$ cat config.mk
export PLATFORM = sky130hd
export DESIGN_NAME = srg_serial
export DESIGN_NICKNAME = d
export VERILOG_FILES = /design/src/design/srg_pkg.sv /design/src/design/srg_serial.sv
export SDC_FILE = /design/constraint.sdc
export NUM_CORES = 1
export LEC_CHECK = 0
export BUFFER_PORTS_ARGS = -buffer_cell sky130_fd_sc_hd__buf_4
export CORE_AREA = 2 2 122 124
export CTS_BUF_LIST = sky130_fd_sc_hd__clkbuf_4
export CTS_CLUSTER_DIAMETER = 200
export CTS_CLUSTER_SIZE = 40
export DETAILED_ROUTE_END_ITERATION = 10
export DIE_AREA = 0 0 124 126
export PLACE_DENSITY = 0.86
export SETUP_SLACK_MARGIN = 0.5
export SLEW_MARGIN = 20
export SYNTH_ARGS = -nofsm -noshare
export SYNTH_HDL_FRONTEND = slang
export SYNTH_SLANG_ARGS = --single-unit
$ cat constraint.sdc
create_clock -name mclk -period 4.6 [get_ports mclk]
set_input_delay 0.23 -clock mclk [delete_from_list [all_inputs] [get_ports mclk]]
set_output_delay 0.23 -clock mclk [all_outputs]
set_load 0.005 [all_outputs]
$ cat src/design/srg_pkg.sv
package srg_pkg;

	////////////////////////////////////////////////////////////////////////////////
	// register byte offsets
	localparam logic [7:0] OFS_CTRL  = 8'h00;
	localparam logic [7:0] OFS_SERIAL_BUFFER  = 8'h04;
	localparam logic [7:0] OFS_RGC   = 8'h08;
	localparam logic [7:0] OFS_BRL   = 8'h0C;
	localparam logic [7:0] OFS_PWR   = 8'h10;
	localparam logic [7:0] OFS_T2C   = 8'h14;
	localparam logic [7:0] OFS_T2CNT = 8'h18;
	localparam logic [7:0] OFS_T2CAP = 8'h1C;
	localparam logic [7:0] OFS_STAT  = 8'h20;

	////////////////////////////////////////////////////////////////////////////////
	// field positions
	localparam int CTRL_RI    = 0;
	localparam int CTRL_TI    = 1;
	localparam int CTRL_REN   = 4;
	localparam int CTRL_MODE  = 6;
	localparam int RGC_SRC    = 0;
	localparam int RGC_SPD    = 1;
	localparam int RGC_TX_INTERNAL_SELECT   = 2;
	localparam int RGC_RX_INTERNAL_SELECT   = 3;
	localparam int RGC_RUN    = 4;
	localparam int PWR_GEN_RATE_DOUBLER  = 6;
	localparam int PWR_TIMER_RATE_DOUBLER   = 7;
	localparam int T2C_CT2    = 1;
	localparam int T2C_TR2    = 2;
	localparam int T2C_EXT_TRIGGER_ENABLE  = 3;
	localparam int T2C_TX_CLOCK_SELECT   = 4;
	localparam int T2C_RCLK   = 5;
	localparam int T2C_EXT_TRIGGER_FLAG   = 6;
	localparam int T2C_TF2    = 7;
	localparam int STAT_SEND  = 0;
	localparam int STAT_RECV  = 1;
	localparam int STAT_PEND  = 2;
	localparam int STAT_PHASE = 8;

	////////////////////////////////////////////////////////////////////////////////
	// timing and values
	localparam logic [3:0] PH_S1P1 = 4'h0;
	localparam logic [3:0] PH_S3P1 = 4'h4;
	localparam logic [3:0] PH_S5P2 = 4'h9;
	localparam logic [3:0] PH_S6P1 = 4'hA;
	localparam logic [3:0] PH_S6P2 = 4'hB;
	localparam logic [2:0] BRG_SLOW_LAST = 3'h5;
	localparam logic [7:0] RX_INIT    = 8'hFE;
	localparam logic [7:0] TX_MARK_AT = 8'h01;
	localparam logic [1:0] MODE_SHIFT = 2'h0;
	localparam logic [1:0] RESP_OKAY  = 2'h0;
	localparam logic [1:0] RESP_SLVERR = 2'h2;
	localparam int SY_DATA = 0;
	localparam int SY_TRIG = 1;
	localparam int SY_CNT  = 2;
	localparam int N_SYNC  = 3;

	////////////////////////////////////////////////////////////////////////////////
	// carriers
	typedef struct packed {
		logic        awvalid;
		logic [7:0]  awaddr;
		logic        wvalid;
		logic [31:0] wdata;
		logic [3:0]  wstrb;
		logic        bready;
		logic        arvalid;
		logic [7:0]  araddr;
		logic        rready;
	} srg_axi_in_t;

	typedef struct packed {
		logic        awready;
		logic        wready;
		logic        bvalid;
		logic [1:0]  bresp;
		logic        arready;
		logic        rvalid;
		logic [31:0] rdata;
		logic [1:0]  rresp;
	} srg_axi_out_t;

	typedef struct packed {
		logic t2_count_pin;
		logic ext_trigger_pin;
		logic data_in;
	} srg_pins_in_t;

	typedef struct packed {
		logic shift_clk;
		logic data_out;
		logic data_oe;
	} srg_pins_out_t;

	typedef struct packed {
		logic tx_rate_tick;
		logic rx_rate_tick;
	} srg_rate_t;

endpackage

$ cat src/design/srg_serial.sv
// The AXI4-Lite slave port and the placing of the registers were left to the implementer.
`timescale 1ns/1ps
// Summary of operation
// internal generator overflow sets bit rate
// generator clocks modes 1, 3, optionally 0
// timer 1 overflow, doubler bit, sets rate
// software normally uses 8-bit auto-reload timer
// software keeps timer 1 interrupt disabled
// slow rates: 16-bit timer, software reload
// clock select bits enter timer 2 rate mode
// high byte overflow reloads 16-bit count
// rate mode counts every state time
// rate mode overflow sets no flag
// trigger falling edge sets flag, no reload
// software stops timer 2 before accesses
// mode 0: eight bits, LSB first
// buffer write starts send, marker bit nine
// one machine cycle before send active
// send drives data and shift clock pins
// shift clock low S3 to S5
// S6P2 shifts transmit register right, zero fill
// marker reached: last shift, stop, flag
// receive start loads 11111110, then active
// clock toggles S3P1/S6P1, shift at S6P2
// zero at left: load buffer, set flag
// transmit and receive sources chosen independently
// software clears flags, hardware sets them
// generator reloads on every overflow

module srg_serial (
	input  wire logic                   mclk,
	input  wire logic                   srst,
	input  wire srg_pkg::srg_axi_in_t   axi_in,
	output      srg_pkg::srg_axi_out_t  axi_out,
	input  wire logic                   timer1_overflow,
	input  wire srg_pkg::srg_pins_in_t  pins_in,
	output      srg_pkg::srg_pins_out_t pins_out,
	output      srg_pkg::srg_rate_t     rate_out
);

	////////////////////////////////////////////////////////////////////////////////
	// state

	typedef struct packed {
		logic                      aw_rdy;
		logic [7:0]                aw_addr;
		logic                      w_rdy;
		logic [31:0]               w_data;
		logic [3:0]                w_strb;
		logic                      b_vld;
		logic [1:0]                b_resp;
		logic                      ar_rdy;
		logic                      r_vld;
		logic [31:0]               r_data;
		logic [1:0]                r_resp;
		logic [1:0]                mode;
		logic                      ren;
		logic                      tx_done_flag;
		logic                      rx_done_flag;
		logic [7:0]                serial_buffer;
		logic                      mode0_rate_source;
		logic                      rate_speed_select;
		logic                      tx_internal_select;
		logic                      rx_internal_select;
		logic                      gen_run;
		logic [7:0]                rate_reload_value;
		logic                      timer_rate_doubler;
		logic                      gen_rate_doubler;
		logic                      timer_two_overflow_flag;
		logic                      ext_trigger_flag;
		logic                      rx_clock_select;
		logic                      tx_clock_select;
		logic                      ext_trigger_enable;
		logic                      timer_two_run;
		logic                      timer_two_count_select;
		logic [15:0]               t2_count;
		logic [15:0]               t2_reload;
		logic [3:0]                phase;
		logic                      state_tog;
		logic [7:0]                gen_cnt;
		logic [2:0]                gen_pre;
		logic                      gen_half;
		logic                      t1_half;
		logic                      tx_rate;
		logic                      rx_rate;
		logic [8:0]                tx_shift;
		logic                      tx_pend;
		logic                      tx_arm;
		logic                      send;
		logic                      tx_last;
		logic [7:0]                rx_shift;
		logic                      rx_arm;
		logic                      receive;
		logic                      rx_last;
		logic                      rx_sample;
		logic                      sclk;
		logic                      dout;
		logic                      doe;
		logic [srg_pkg::N_SYNC-1:0] sy1;
		logic [srg_pkg::N_SYNC-1:0] sy2;
		logic [srg_pkg::N_SYNC-1:0] sy3;
		logic [srg_pkg::N_SYNC-1:0] flt;
	} srg_state_t;

	srg_state_t s_reg;
	srg_state_t s_next;

	logic [srg_pkg::N_SYNC-1:0] fall;
	logic                       phase_adv;
	logic                       gen_inc;
	logic                       gen_ovf;
	logic                       gen_tick;
	logic                       t1_tick;
	logic                       rate_mode;
	logic                       t2_inc;
	logic                       t2_ovf;
	logic                       mc_tick;
	logic                       tx_src;
	logic                       rx_src;
	logic                       mode0;
	logic                       wr_go;
	logic [31:0]                rd_val;

	////////////////////////////////////////////////////////////////////////////////
	// helpers

	function automatic logic reg_mapped(input logic [7:0] a);
		case (a)
			srg_pkg::OFS_CTRL, srg_pkg::OFS_SERIAL_BUFFER, srg_pkg::OFS_RGC,
			srg_pkg::OFS_BRL, srg_pkg::OFS_PWR, srg_pkg::OFS_T2C,
			srg_pkg::OFS_T2CNT, srg_pkg::OFS_T2CAP, srg_pkg::OFS_STAT: reg_mapped = 1'b1;
			default: reg_mapped = 1'b0;
		endcase
	endfunction

	function automatic logic at_phase(input logic adv, input logic [3:0] ph,
					  input logic [3:0] want);
		at_phase = adv && (ph == want);
	endfunction

	////////////////////////////////////////////////////////////////////////////////
	// next state

	always_comb begin
		s_next = s_reg;
		fall = '0;
		rd_val = '0;
		mode0 = (s_reg.mode == srg_pkg::MODE_SHIFT);

		// pins: three stages, a change counts once stages two and three agree
		s_next.sy1 = pins_in;
		s_next.sy2 = s_reg.sy1;
		s_next.sy3 = s_reg.sy2;
		for (int i = 0; i < srg_pkg::N_SYNC; i++) begin
			if (s_reg.sy2[i] == s_reg.sy3[i]) begin
				s_next.flt[i] = s_reg.sy3[i];
				fall[i] = s_reg.flt[i] & ~s_reg.sy3[i];
			end
		end

		// internal rate generator
		gen_inc = s_reg.gen_run & (s_reg.rate_speed_select | (s_reg.gen_pre == srg_pkg::BRG_SLOW_LAST));
		if (s_reg.gen_run) begin
			s_next.gen_pre = gen_inc ? 3'h0 : 3'(s_reg.gen_pre + 3'h1);
		end
		gen_ovf = gen_inc & (s_reg.gen_cnt == 8'hFF);
		if (gen_inc) begin
			s_next.gen_cnt = gen_ovf ? s_reg.rate_reload_value : 8'(s_reg.gen_cnt + 8'h01);
		end
		if (gen_ovf) begin
			s_next.gen_half = ~s_reg.gen_half;
		end
		gen_tick = gen_ovf & (s_reg.gen_rate_doubler | s_reg.gen_half);

		// timer 1 overflow, halved unless doubled
		if (timer1_overflow) begin
			s_next.t1_half = ~s_reg.t1_half;
		end
		t1_tick = timer1_overflow & (s_reg.timer_rate_doubler | s_reg.t1_half);

		// machine cycle phases; mode 0 may step on the internal generator instead
		phase_adv = (mode0 && s_reg.mode0_rate_source) ? gen_tick : 1'b1;
		if (phase_adv) begin
			s_next.phase = (s_reg.phase == srg_pkg::PH_S6P2) ? srg_pkg::PH_S1P1 :
					4'(s_reg.phase + 4'h1);
		end
		mc_tick = at_phase(phase_adv, s_reg.phase, srg_pkg::PH_S6P2);
		s_next.state_tog = ~s_reg.state_tog;

		// timer 2
		rate_mode = s_reg.tx_clock_select | s_reg.rx_clock_select;
		t2_inc = s_reg.timer_two_run & (s_reg.timer_two_count_select ? fall[srg_pkg::SY_CNT] :
				(rate_mode ? s_reg.state_tog : mc_tick));
		t2_ovf = t2_inc & (s_reg.t2_count == 16'hFFFF);

		// bus slave: write side, taken in either order
		if (s_reg.aw_rdy && axi_in.awvalid) begin
			s_next.aw_addr = axi_in.awaddr;
			s_next.aw_rdy = 1'b0;
		end
		if (s_reg.w_rdy && axi_in.wvalid) begin
			s_next.w_data = axi_in.wdata;
			s_next.w_strb = axi_in.wstrb;
			s_next.w_rdy = 1'b0;
		end
		wr_go = !s_reg.aw_rdy && !s_reg.w_rdy && !s_reg.b_vld;
		if (wr_go) begin
			s_next.b_vld = 1'b1;
			s_next.b_resp = reg_mapped(s_reg.aw_addr) ? srg_pkg::RESP_OKAY : srg_pkg::RESP_SLVERR;
			if (s_reg.w_strb[0]) begin
				case (s_reg.aw_addr)
					srg_pkg::OFS_CTRL: begin
						s_next.mode = s_reg.w_data[srg_pkg::CTRL_MODE +: 2];
						s_next.ren = s_reg.w_data[srg_pkg::CTRL_REN];
						s_next.tx_done_flag = s_reg.w_data[srg_pkg::CTRL_TI];
						s_next.rx_done_flag = s_reg.w_data[srg_pkg::CTRL_RI];
					end
					srg_pkg::OFS_SERIAL_BUFFER: begin
						// writes while a byte is still in flight are dropped
						if (mode0 && !s_reg.send && !s_reg.tx_pend && !s_reg.tx_arm) begin
							s_next.tx_shift = {1'b1, s_reg.w_data[7:0]};
							s_next.tx_pend = 1'b1;
						end
					end
					srg_pkg::OFS_RGC: begin
						s_next.mode0_rate_source = s_reg.w_data[srg_pkg::RGC_SRC];
						s_next.rate_speed_select = s_reg.w_data[srg_pkg::RGC_SPD];
						s_next.tx_internal_select = s_reg.w_data[srg_pkg::RGC_TX_INTERNAL_SELECT];
						s_next.rx_internal_select = s_reg.w_data[srg_pkg::RGC_RX_INTERNAL_SELECT];
						s_next.gen_run = s_reg.w_data[srg_pkg::RGC_RUN];
					end
					srg_pkg::OFS_BRL: s_next.rate_reload_value = s_reg.w_data[7:0];
					srg_pkg::OFS_PWR: begin
						s_next.timer_rate_doubler = s_reg.w_data[srg_pkg::PWR_TIMER_RATE_DOUBLER];
						s_next.gen_rate_doubler = s_reg.w_data[srg_pkg::PWR_GEN_RATE_DOUBLER];
					end
					srg_pkg::OFS_T2C: begin
						s_next.timer_two_overflow_flag = s_reg.w_data[srg_pkg::T2C_TF2];
						s_next.ext_trigger_flag = s_reg.w_data[srg_pkg::T2C_EXT_TRIGGER_FLAG];
						s_next.rx_clock_select = s_reg.w_data[srg_pkg::T2C_RCLK];
						s_next.tx_clock_select = s_reg.w_data[srg_pkg::T2C_TX_CLOCK_SELECT];
						s_next.ext_trigger_enable = s_reg.w_data[srg_pkg::T2C_EXT_TRIGGER_ENABLE];
						s_next.timer_two_run = s_reg.w_data[srg_pkg::T2C_TR2];
						s_next.timer_two_count_select = s_reg.w_data[srg_pkg::T2C_CT2];
					end
					srg_pkg::OFS_T2CNT: s_next.t2_count[7:0] = s_reg.w_data[7:0];
					srg_pkg::OFS_T2CAP: s_next.t2_reload[7:0] = s_reg.w_data[7:0];
					default: ;
				endcase
			end
			if (s_reg.w_strb[1]) begin
				case (s_reg.aw_addr)
					srg_pkg::OFS_T2CNT: s_next.t2_count[15:8] = s_reg.w_data[15:8];
					srg_pkg::OFS_T2CAP: s_next.t2_reload[15:8] = s_reg.w_data[15:8];
					default: ;
				endcase
			end
		end
		if (s_reg.b_vld && axi_in.bready) begin
			s_next.b_vld = 1'b0;
			s_next.aw_rdy = 1'b1;
			s_next.w_rdy = 1'b1;
		end

		// bus slave: read side
		case (axi_in.araddr)
			srg_pkg::OFS_CTRL: begin
				rd_val[srg_pkg::CTRL_MODE +: 2] = s_reg.mode;
				rd_val[srg_pkg::CTRL_REN] = s_reg.ren;
				rd_val[srg_pkg::CTRL_TI] = s_reg.tx_done_flag;
				rd_val[srg_pkg::CTRL_RI] = s_reg.rx_done_flag;
			end
			srg_pkg::OFS_SERIAL_BUFFER: rd_val[7:0] = s_reg.serial_buffer;
			srg_pkg::OFS_RGC: begin
				rd_val[srg_pkg::RGC_SRC] = s_reg.mode0_rate_source;
				rd_val[srg_pkg::RGC_SPD] = s_reg.rate_speed_select;
				rd_val[srg_pkg::RGC_TX_INTERNAL_SELECT] = s_reg.tx_internal_select;
				rd_val[srg_pkg::RGC_RX_INTERNAL_SELECT] = s_reg.rx_internal_select;
				rd_val[srg_pkg::RGC_RUN] = s_reg.gen_run;
			end
			srg_pkg::OFS_BRL: rd_val[7:0] = s_reg.rate_reload_value;
			srg_pkg::OFS_PWR: begin
				rd_val[srg_pkg::PWR_TIMER_RATE_DOUBLER] = s_reg.timer_rate_doubler;
				rd_val[srg_pkg::PWR_GEN_RATE_DOUBLER] = s_reg.gen_rate_doubler;
			end
			srg_pkg::OFS_T2C: begin
				rd_val[srg_pkg::T2C_TF2] = s_reg.timer_two_overflow_flag;
				rd_val[srg_pkg::T2C_EXT_TRIGGER_FLAG] = s_reg.ext_trigger_flag;
				rd_val[srg_pkg::T2C_RCLK] = s_reg.rx_clock_select;
				rd_val[srg_pkg::T2C_TX_CLOCK_SELECT] = s_reg.tx_clock_select;
				rd_val[srg_pkg::T2C_EXT_TRIGGER_ENABLE] = s_reg.ext_trigger_enable;
				rd_val[srg_pkg::T2C_TR2] = s_reg.timer_two_run;
				rd_val[srg_pkg::T2C_CT2] = s_reg.timer_two_count_select;
			end
			srg_pkg::OFS_T2CNT: rd_val[15:0] = s_reg.t2_count;
			srg_pkg::OFS_T2CAP: rd_val[15:0] = s_reg.t2_reload;
			srg_pkg::OFS_STAT: begin
				rd_val[srg_pkg::STAT_SEND] = s_reg.send;
				rd_val[srg_pkg::STAT_RECV] = s_reg.receive;
				rd_val[srg_pkg::STAT_PEND] = s_reg.tx_pend | s_reg.tx_arm;
				rd_val[srg_pkg::STAT_PHASE +: 4] = s_reg.phase;
			end
			default: ;
		endcase
		if (s_reg.ar_rdy && axi_in.arvalid) begin
			s_next.ar_rdy = 1'b0;
			s_next.r_vld = 1'b1;
			s_next.r_data = rd_val;
			s_next.r_resp = reg_mapped(axi_in.araddr) ? srg_pkg::RESP_OKAY : srg_pkg::RESP_SLVERR;
		end
		if (s_reg.r_vld && axi_in.rready) begin
			s_next.r_vld = 1'b0;
			s_next.ar_rdy = 1'b1;
		end

		// timer 2 count; hardware events come after software so they win
		// a count write while running can be lost to the increment
		if (t2_inc) begin
			s_next.t2_count = t2_ovf ? s_reg.t2_reload : 16'(s_reg.t2_count + 16'h0001);
		end
		if (t2_ovf && !rate_mode) begin
			s_next.timer_two_overflow_flag = 1'b1;
		end
		if (s_reg.ext_trigger_enable && fall[srg_pkg::SY_TRIG]) begin
			s_next.ext_trigger_flag = 1'b1;
			if (!rate_mode) begin
				s_next.t2_count = s_reg.t2_reload;
			end
		end

		// rate ticks for modes 1 and 3
		tx_src = s_reg.tx_internal_select ? gen_tick : (s_reg.tx_clock_select ? t2_ovf : t1_tick);
		rx_src = s_reg.rx_internal_select ? gen_tick : (s_reg.rx_clock_select ? t2_ovf : t1_tick);
		s_next.tx_rate = s_reg.mode[0] & tx_src;
		s_next.rx_rate = s_reg.mode[0] & rx_src;

		// mode 0 transmit
		if (at_phase(phase_adv, s_reg.phase, srg_pkg::PH_S6P2)) begin
			if (s_reg.send) begin
				s_next.tx_shift = {1'b0, s_reg.tx_shift[8:1]};
				if (s_reg.tx_shift[8:1] == srg_pkg::TX_MARK_AT) begin
					s_next.tx_last = 1'b1;
				end
			end else if (s_reg.tx_arm) begin
				s_next.send = 1'b1;
				s_next.tx_arm = 1'b0;
			end else if (s_reg.tx_pend) begin
				s_next.tx_arm = 1'b1;
				s_next.tx_pend = 1'b0;
			end
		end
		if (at_phase(phase_adv, s_reg.phase, srg_pkg::PH_S1P1) && s_reg.tx_last) begin
			s_next.send = 1'b0;
			s_next.tx_last = 1'b0;
			s_next.tx_done_flag = 1'b1;
		end

		// mode 0 receive; the pin is shared, so no start while sending
		if (at_phase(phase_adv, s_reg.phase, srg_pkg::PH_S6P2) && mode0 && s_reg.ren &&
		    !s_reg.rx_done_flag && !s_reg.receive && !s_reg.rx_arm && !s_reg.send &&
		    !s_reg.tx_arm) begin
			s_next.rx_shift = srg_pkg::RX_INIT;
			s_next.rx_arm = 1'b1;
		end
		if (phase_adv && s_reg.rx_arm) begin
			s_next.receive = 1'b1;
			s_next.rx_arm = 1'b0;
		end
		if (at_phase(phase_adv, s_reg.phase, srg_pkg::PH_S5P2) && s_reg.receive) begin
			s_next.rx_sample = s_reg.flt[srg_pkg::SY_DATA];
		end
		if (at_phase(phase_adv, s_reg.phase, srg_pkg::PH_S6P2) && s_reg.receive && !s_reg.rx_last) begin
			s_next.rx_shift = {s_reg.rx_shift[6:0], s_reg.rx_sample};
			if (!s_reg.rx_shift[7]) begin
				s_next.serial_buffer = {<<{s_reg.rx_shift[6:0], s_reg.rx_sample}};
				s_next.rx_last = 1'b1;
			end
		end
		if (at_phase(phase_adv, s_reg.phase, srg_pkg::PH_S1P1) && s_reg.rx_last) begin
			s_next.receive = 1'b0;
			s_next.rx_last = 1'b0;
			s_next.rx_done_flag = 1'b1;
		end

		// shift clock and data pin
		if (s_next.send || s_next.receive) begin
			if (at_phase(phase_adv, s_reg.phase, srg_pkg::PH_S3P1 - 4'h1)) begin
				s_next.sclk = 1'b0;
			end else if (at_phase(phase_adv, s_reg.phase, srg_pkg::PH_S6P1 - 4'h1)) begin
				s_next.sclk = 1'b1;
			end
		end else begin
			s_next.sclk = 1'b1;
		end
		s_next.doe = s_next.send;
		s_next.dout = s_next.tx_shift[0];
	end

	////////////////////////////////////////////////////////////////////////////////
	// registers

	always_ff @(posedge mclk) begin
		if (srst) begin
			s_reg <= '0;
			s_reg.aw_rdy <= 1'b1;
			s_reg.w_rdy <= 1'b1;
			s_reg.ar_rdy <= 1'b1;
			s_reg.sclk <= 1'b1;
			s_reg.tx_shift <= 9'h000;
		end else begin
			s_reg <= s_next;
		end
	end

	////////////////////////////////////////////////////////////////////////////////
	// outputs, all straight from flops

	assign axi_out.awready = s_reg.aw_rdy;
	assign axi_out.wready = s_reg.w_rdy;
	assign axi_out.bvalid = s_reg.b_vld;
	assign axi_out.bresp = s_reg.b_resp;
	assign axi_out.arready = s_reg.ar_rdy;
	assign axi_out.rvalid = s_reg.r_vld;
	assign axi_out.rdata = s_reg.r_data;
	assign axi_out.rresp = s_reg.r_resp;
	assign pins_out.shift_clk = s_reg.sclk;
	assign pins_out.data_out = s_reg.dout;
	assign pins_out.data_oe = s_reg.doe;
	assign rate_out.tx_rate_tick = s_reg.tx_rate;
	assign rate_out.rx_rate_tick = s_reg.rx_rate;

endmodule

==> flow_summary.yaml <==
timing:
  fin_setup_tns_ps: 0
  hold-worst-slack_ps: 96.33
  slew_headroom: 0.2505
  period_share: 0.6042
  worstMarginPinSlew_ps: 1119
  fin_skew_ps: 25.61
  finalCriticalPeriod_ps: 2779
  fmax_mhz: 359.8
  report.final.slew_viol_count: 0
  setup_viol_count_final: 0
  worst_slack_ps: 1821
  hold_violations: 0
  rsz0062_at_grt: "false"
global_route:
  antenna_found_initial: 1
  grt_util_all_layers: 0.2794
  grt_overflow: 0
  grt_pass1_vias: 6674
  grt_max_degree: 85
  grt_first_pass_wirelength_um: 33840
min_path:
  min_path_type: "input pin to flop"
  hold-path-cell-count: 3
  min-delay-start: "axi_in[3]"
placement:
  hpwl_um: 14460
  place_ws_ps: 1946
  gp_routability_congestion: 0.9330
  port_buffers: 72
pwr:
  p_int_uw: 2117
  totalPowerFinal_uw: 2813
  p_switching_uw: 696.2
  p_leak_uw: 0.003680
  switching_share: 0.2475
  irDropWorstVdd_uv: 221.6
  seq_power_share: 0.560
  clkPwrFrac: 0.367
  p_comb_frac: 0.073
  powerDensity_mw_per_mm2: 300.6
clock_tree:
  clk_pin_slew_ps: 130
  clock_sinks: 174
  cts_tree: "yes"
  root_buffer: "clkbuf_4"
  cts.htree.levels: 4
  numCtsBuffers: 17
  clk_latency_ps: 610
  cts_buffer_depth: 2
  post_cts_buffers: 0
die:
  io_pins: 109
  core_area_mm2: 0.01431
  die_h_um: 126
  fp.dieW_um: 124
  start_util: 0.5842
  die_area_mm2: 0.01562
  rows: 44
drt:
  viasPerCell: 6.026
  drtIter0Drc: 624
  wire_per_inst_um: 17.60
  remaining_drc_errors: 0
  drtPass1Iterations: 7
  vias: 7340
  wirelength_um: 21430
  drtAntennaViolNets: 0
yosys:
  syn-instance-count: 977
  synth_cell_types: 70
  ys_async_sr_fraction: 0
  ys_seq_area_frac: 0.4166
  ys.warnings.count: 0
  synth_edf_count: 0
  synthFlopType: "dfxtp_1"
  ys_seq_elements: 174
  avgSynthCellArea_um2: 8.559
  syn-cell-area_mm2: 0.008362
final_layout:
  final_cell_mix: "dfxtp_1, nand2_1, nor2_1, a21oi_1, buf_4"
  synthToLayoutAreaGrowth_pct: 11.93
  layout_commonest_cell: "dfxtp_1"
  layout-drive-gt1-share: 0.1317
  final_core_util: 0.6538
  largest_register_ffs: 141
  fin_nets: 1090
setup_path:
  critPathCaptureType: "flop"
  cp.required_ps: 5050
  startpoint_type: "flop"
  worst_r2r_path_depth: 7
  worstSetupPathType: "flop to flop"
  crit_path_start: "s_reg[47]$_SDFFE_PP0P_"
  critPathArrivalTime_ps: 3230
  rr_startpoint: "s_reg[47]$_SDFFE_PP0P_"
  path_max_fanout: 8
status:
  outcome: "completed"
run:
  drv_cap: 0
-- layout make-up --
cell class,count,area [um2]
antenna,1,2.502
clock buffer,17,127.6
clock inverter,15,216.5
fill,1174,4955
inverter,14,52.55
multi-input combinational,702,4318
sequential,174,3483
tap,184,230.2
timing repair buffer,111,928.4
-- power by group through the flow --
stage	logic (uW)	clock network (uW)	registers [uW]
4_1_cts	199	1040	1570
6_report	204	1030	1580
2_1_floorplan	140	0	1590
3_3_place_gp	170	0	1610
3_5_place_dp	172	0	1610
5_1_grt	224	1100	1580
-- Yosys cell counts, types with 3 or more instances --
cell | instances | area [um2]
o32ai_1 | 3 | 26.28
or3_1 | 4 | 25.02
xnor2_1 | 7 | 61.31
xor2_1 | 6 | 52.55
nor2_1 | 106 | 397.9
nor2b_1 | 16 | 100.1
a32oi_1 | 5 | 43.79
mux4_2 | 3 | 67.56
nor4_1 | 4 | 25.02
nand2_1 | 129 | 484.2
mux2_2 | 13 | 146.4
and3_1 | 5 | 31.28
o22ai_1 | 12 | 75.07
and2_1 | 7 | 43.79
mux2i_1 | 71 | 710.7
clkbuf_1 | 45 | 168.9
a31oi_1 | 3 | 18.77
a21oi_1 | 81 | 405.4
nand4_1 | 11 | 68.82
nor3_1 | 15 | 75.07
a21boi_0 | 3 | 22.52
a21o_1 | 7 | 52.55
buf_1 | 6 | 22.52
a311oi_1 | 6 | 52.55
a22oi_1 | 8 | 60.06
buf_4 | 46 | 345.3
a221oi_1 | 7 | 61.31
inv_1 | 14 | 52.55
o21ai_0 | 29 | 145.1
a211oi_1 | 17 | 127.6
nand3b_1 | 3 | 22.52
o211ai_1 | 14 | 105.1
nand3_1 | 27 | 135.1
a41oi_1 | 4 | 35.03
dfxtp_1 | 174 | 3483
and4_1 | 5 | 43.79
o31ai_1 | 4 | 30.03
or2_2 | 4 | 25.02
ha_1 | 7 | 87.58
a22o_1 | 4 | 35.03
buf_2 | 7 | 35.03
-- worst max-delay path: stages, from the launching register on --
cell      delay [ps]
dfxtp_1          400
ha_1             240
nand4_1          210
nor4b_4          580
o211ai_2         210
a21oi_2          380
a311oi_1         150
nor4bb_1         460
-- path summary, 6_finish.rpt --
path                                   to  slack [ps]
setup / recovery   rate_out[0]$_SDFF_PP0_        1820
hold / removal    axi_out[2]$_SDFFE_PP0P_         100
setup reg to reg   rate_out[0]$_SDFF_PP0_        1820
hold reg to reg      s_next[3]$_SDFF_PP0_         460
-- cells by family after synthesis --
logic type	count (synthesis)	synth area share
muxes	87	0.1106
other	1	0.0004485
buffers and inverters	118	0.07467
DFF	174	0.4166
and+or+nand+nor	357	0.2010
adders and majority gates	7	0.01047
xor gates and xnor gates	13	0.01362
AOI/OAI and AO/OA	220	0.1727
-- stage by stage --
step,instance area [um2],std cells
2_1_floorplan,8426,994
3_3_place_gp,8632,1147
3_5_place_dp,8632,1147
4_1_cts,9356,1217
5_1_grt,9359,1218
6_report,9359,1218
-- what timing repair did --
item / CTS / global route
gates resized for setup: 0 / 0
hold buffers: 38 / 0
hold endpoints to repair: 37 / 0
-- per-layer routing --
metal / wire, um / vias up / global-route usage
li1: - / 3517 / -
met1: 9120 / 3442 / 0.3779
met2: 9811 / 332 / 0.4386
met3: 1929 / 49 / 0.06114
met4: 570 / 0 / 0.1011
met5: 0 / - / 0
Power figures use the tool's default switching activity.
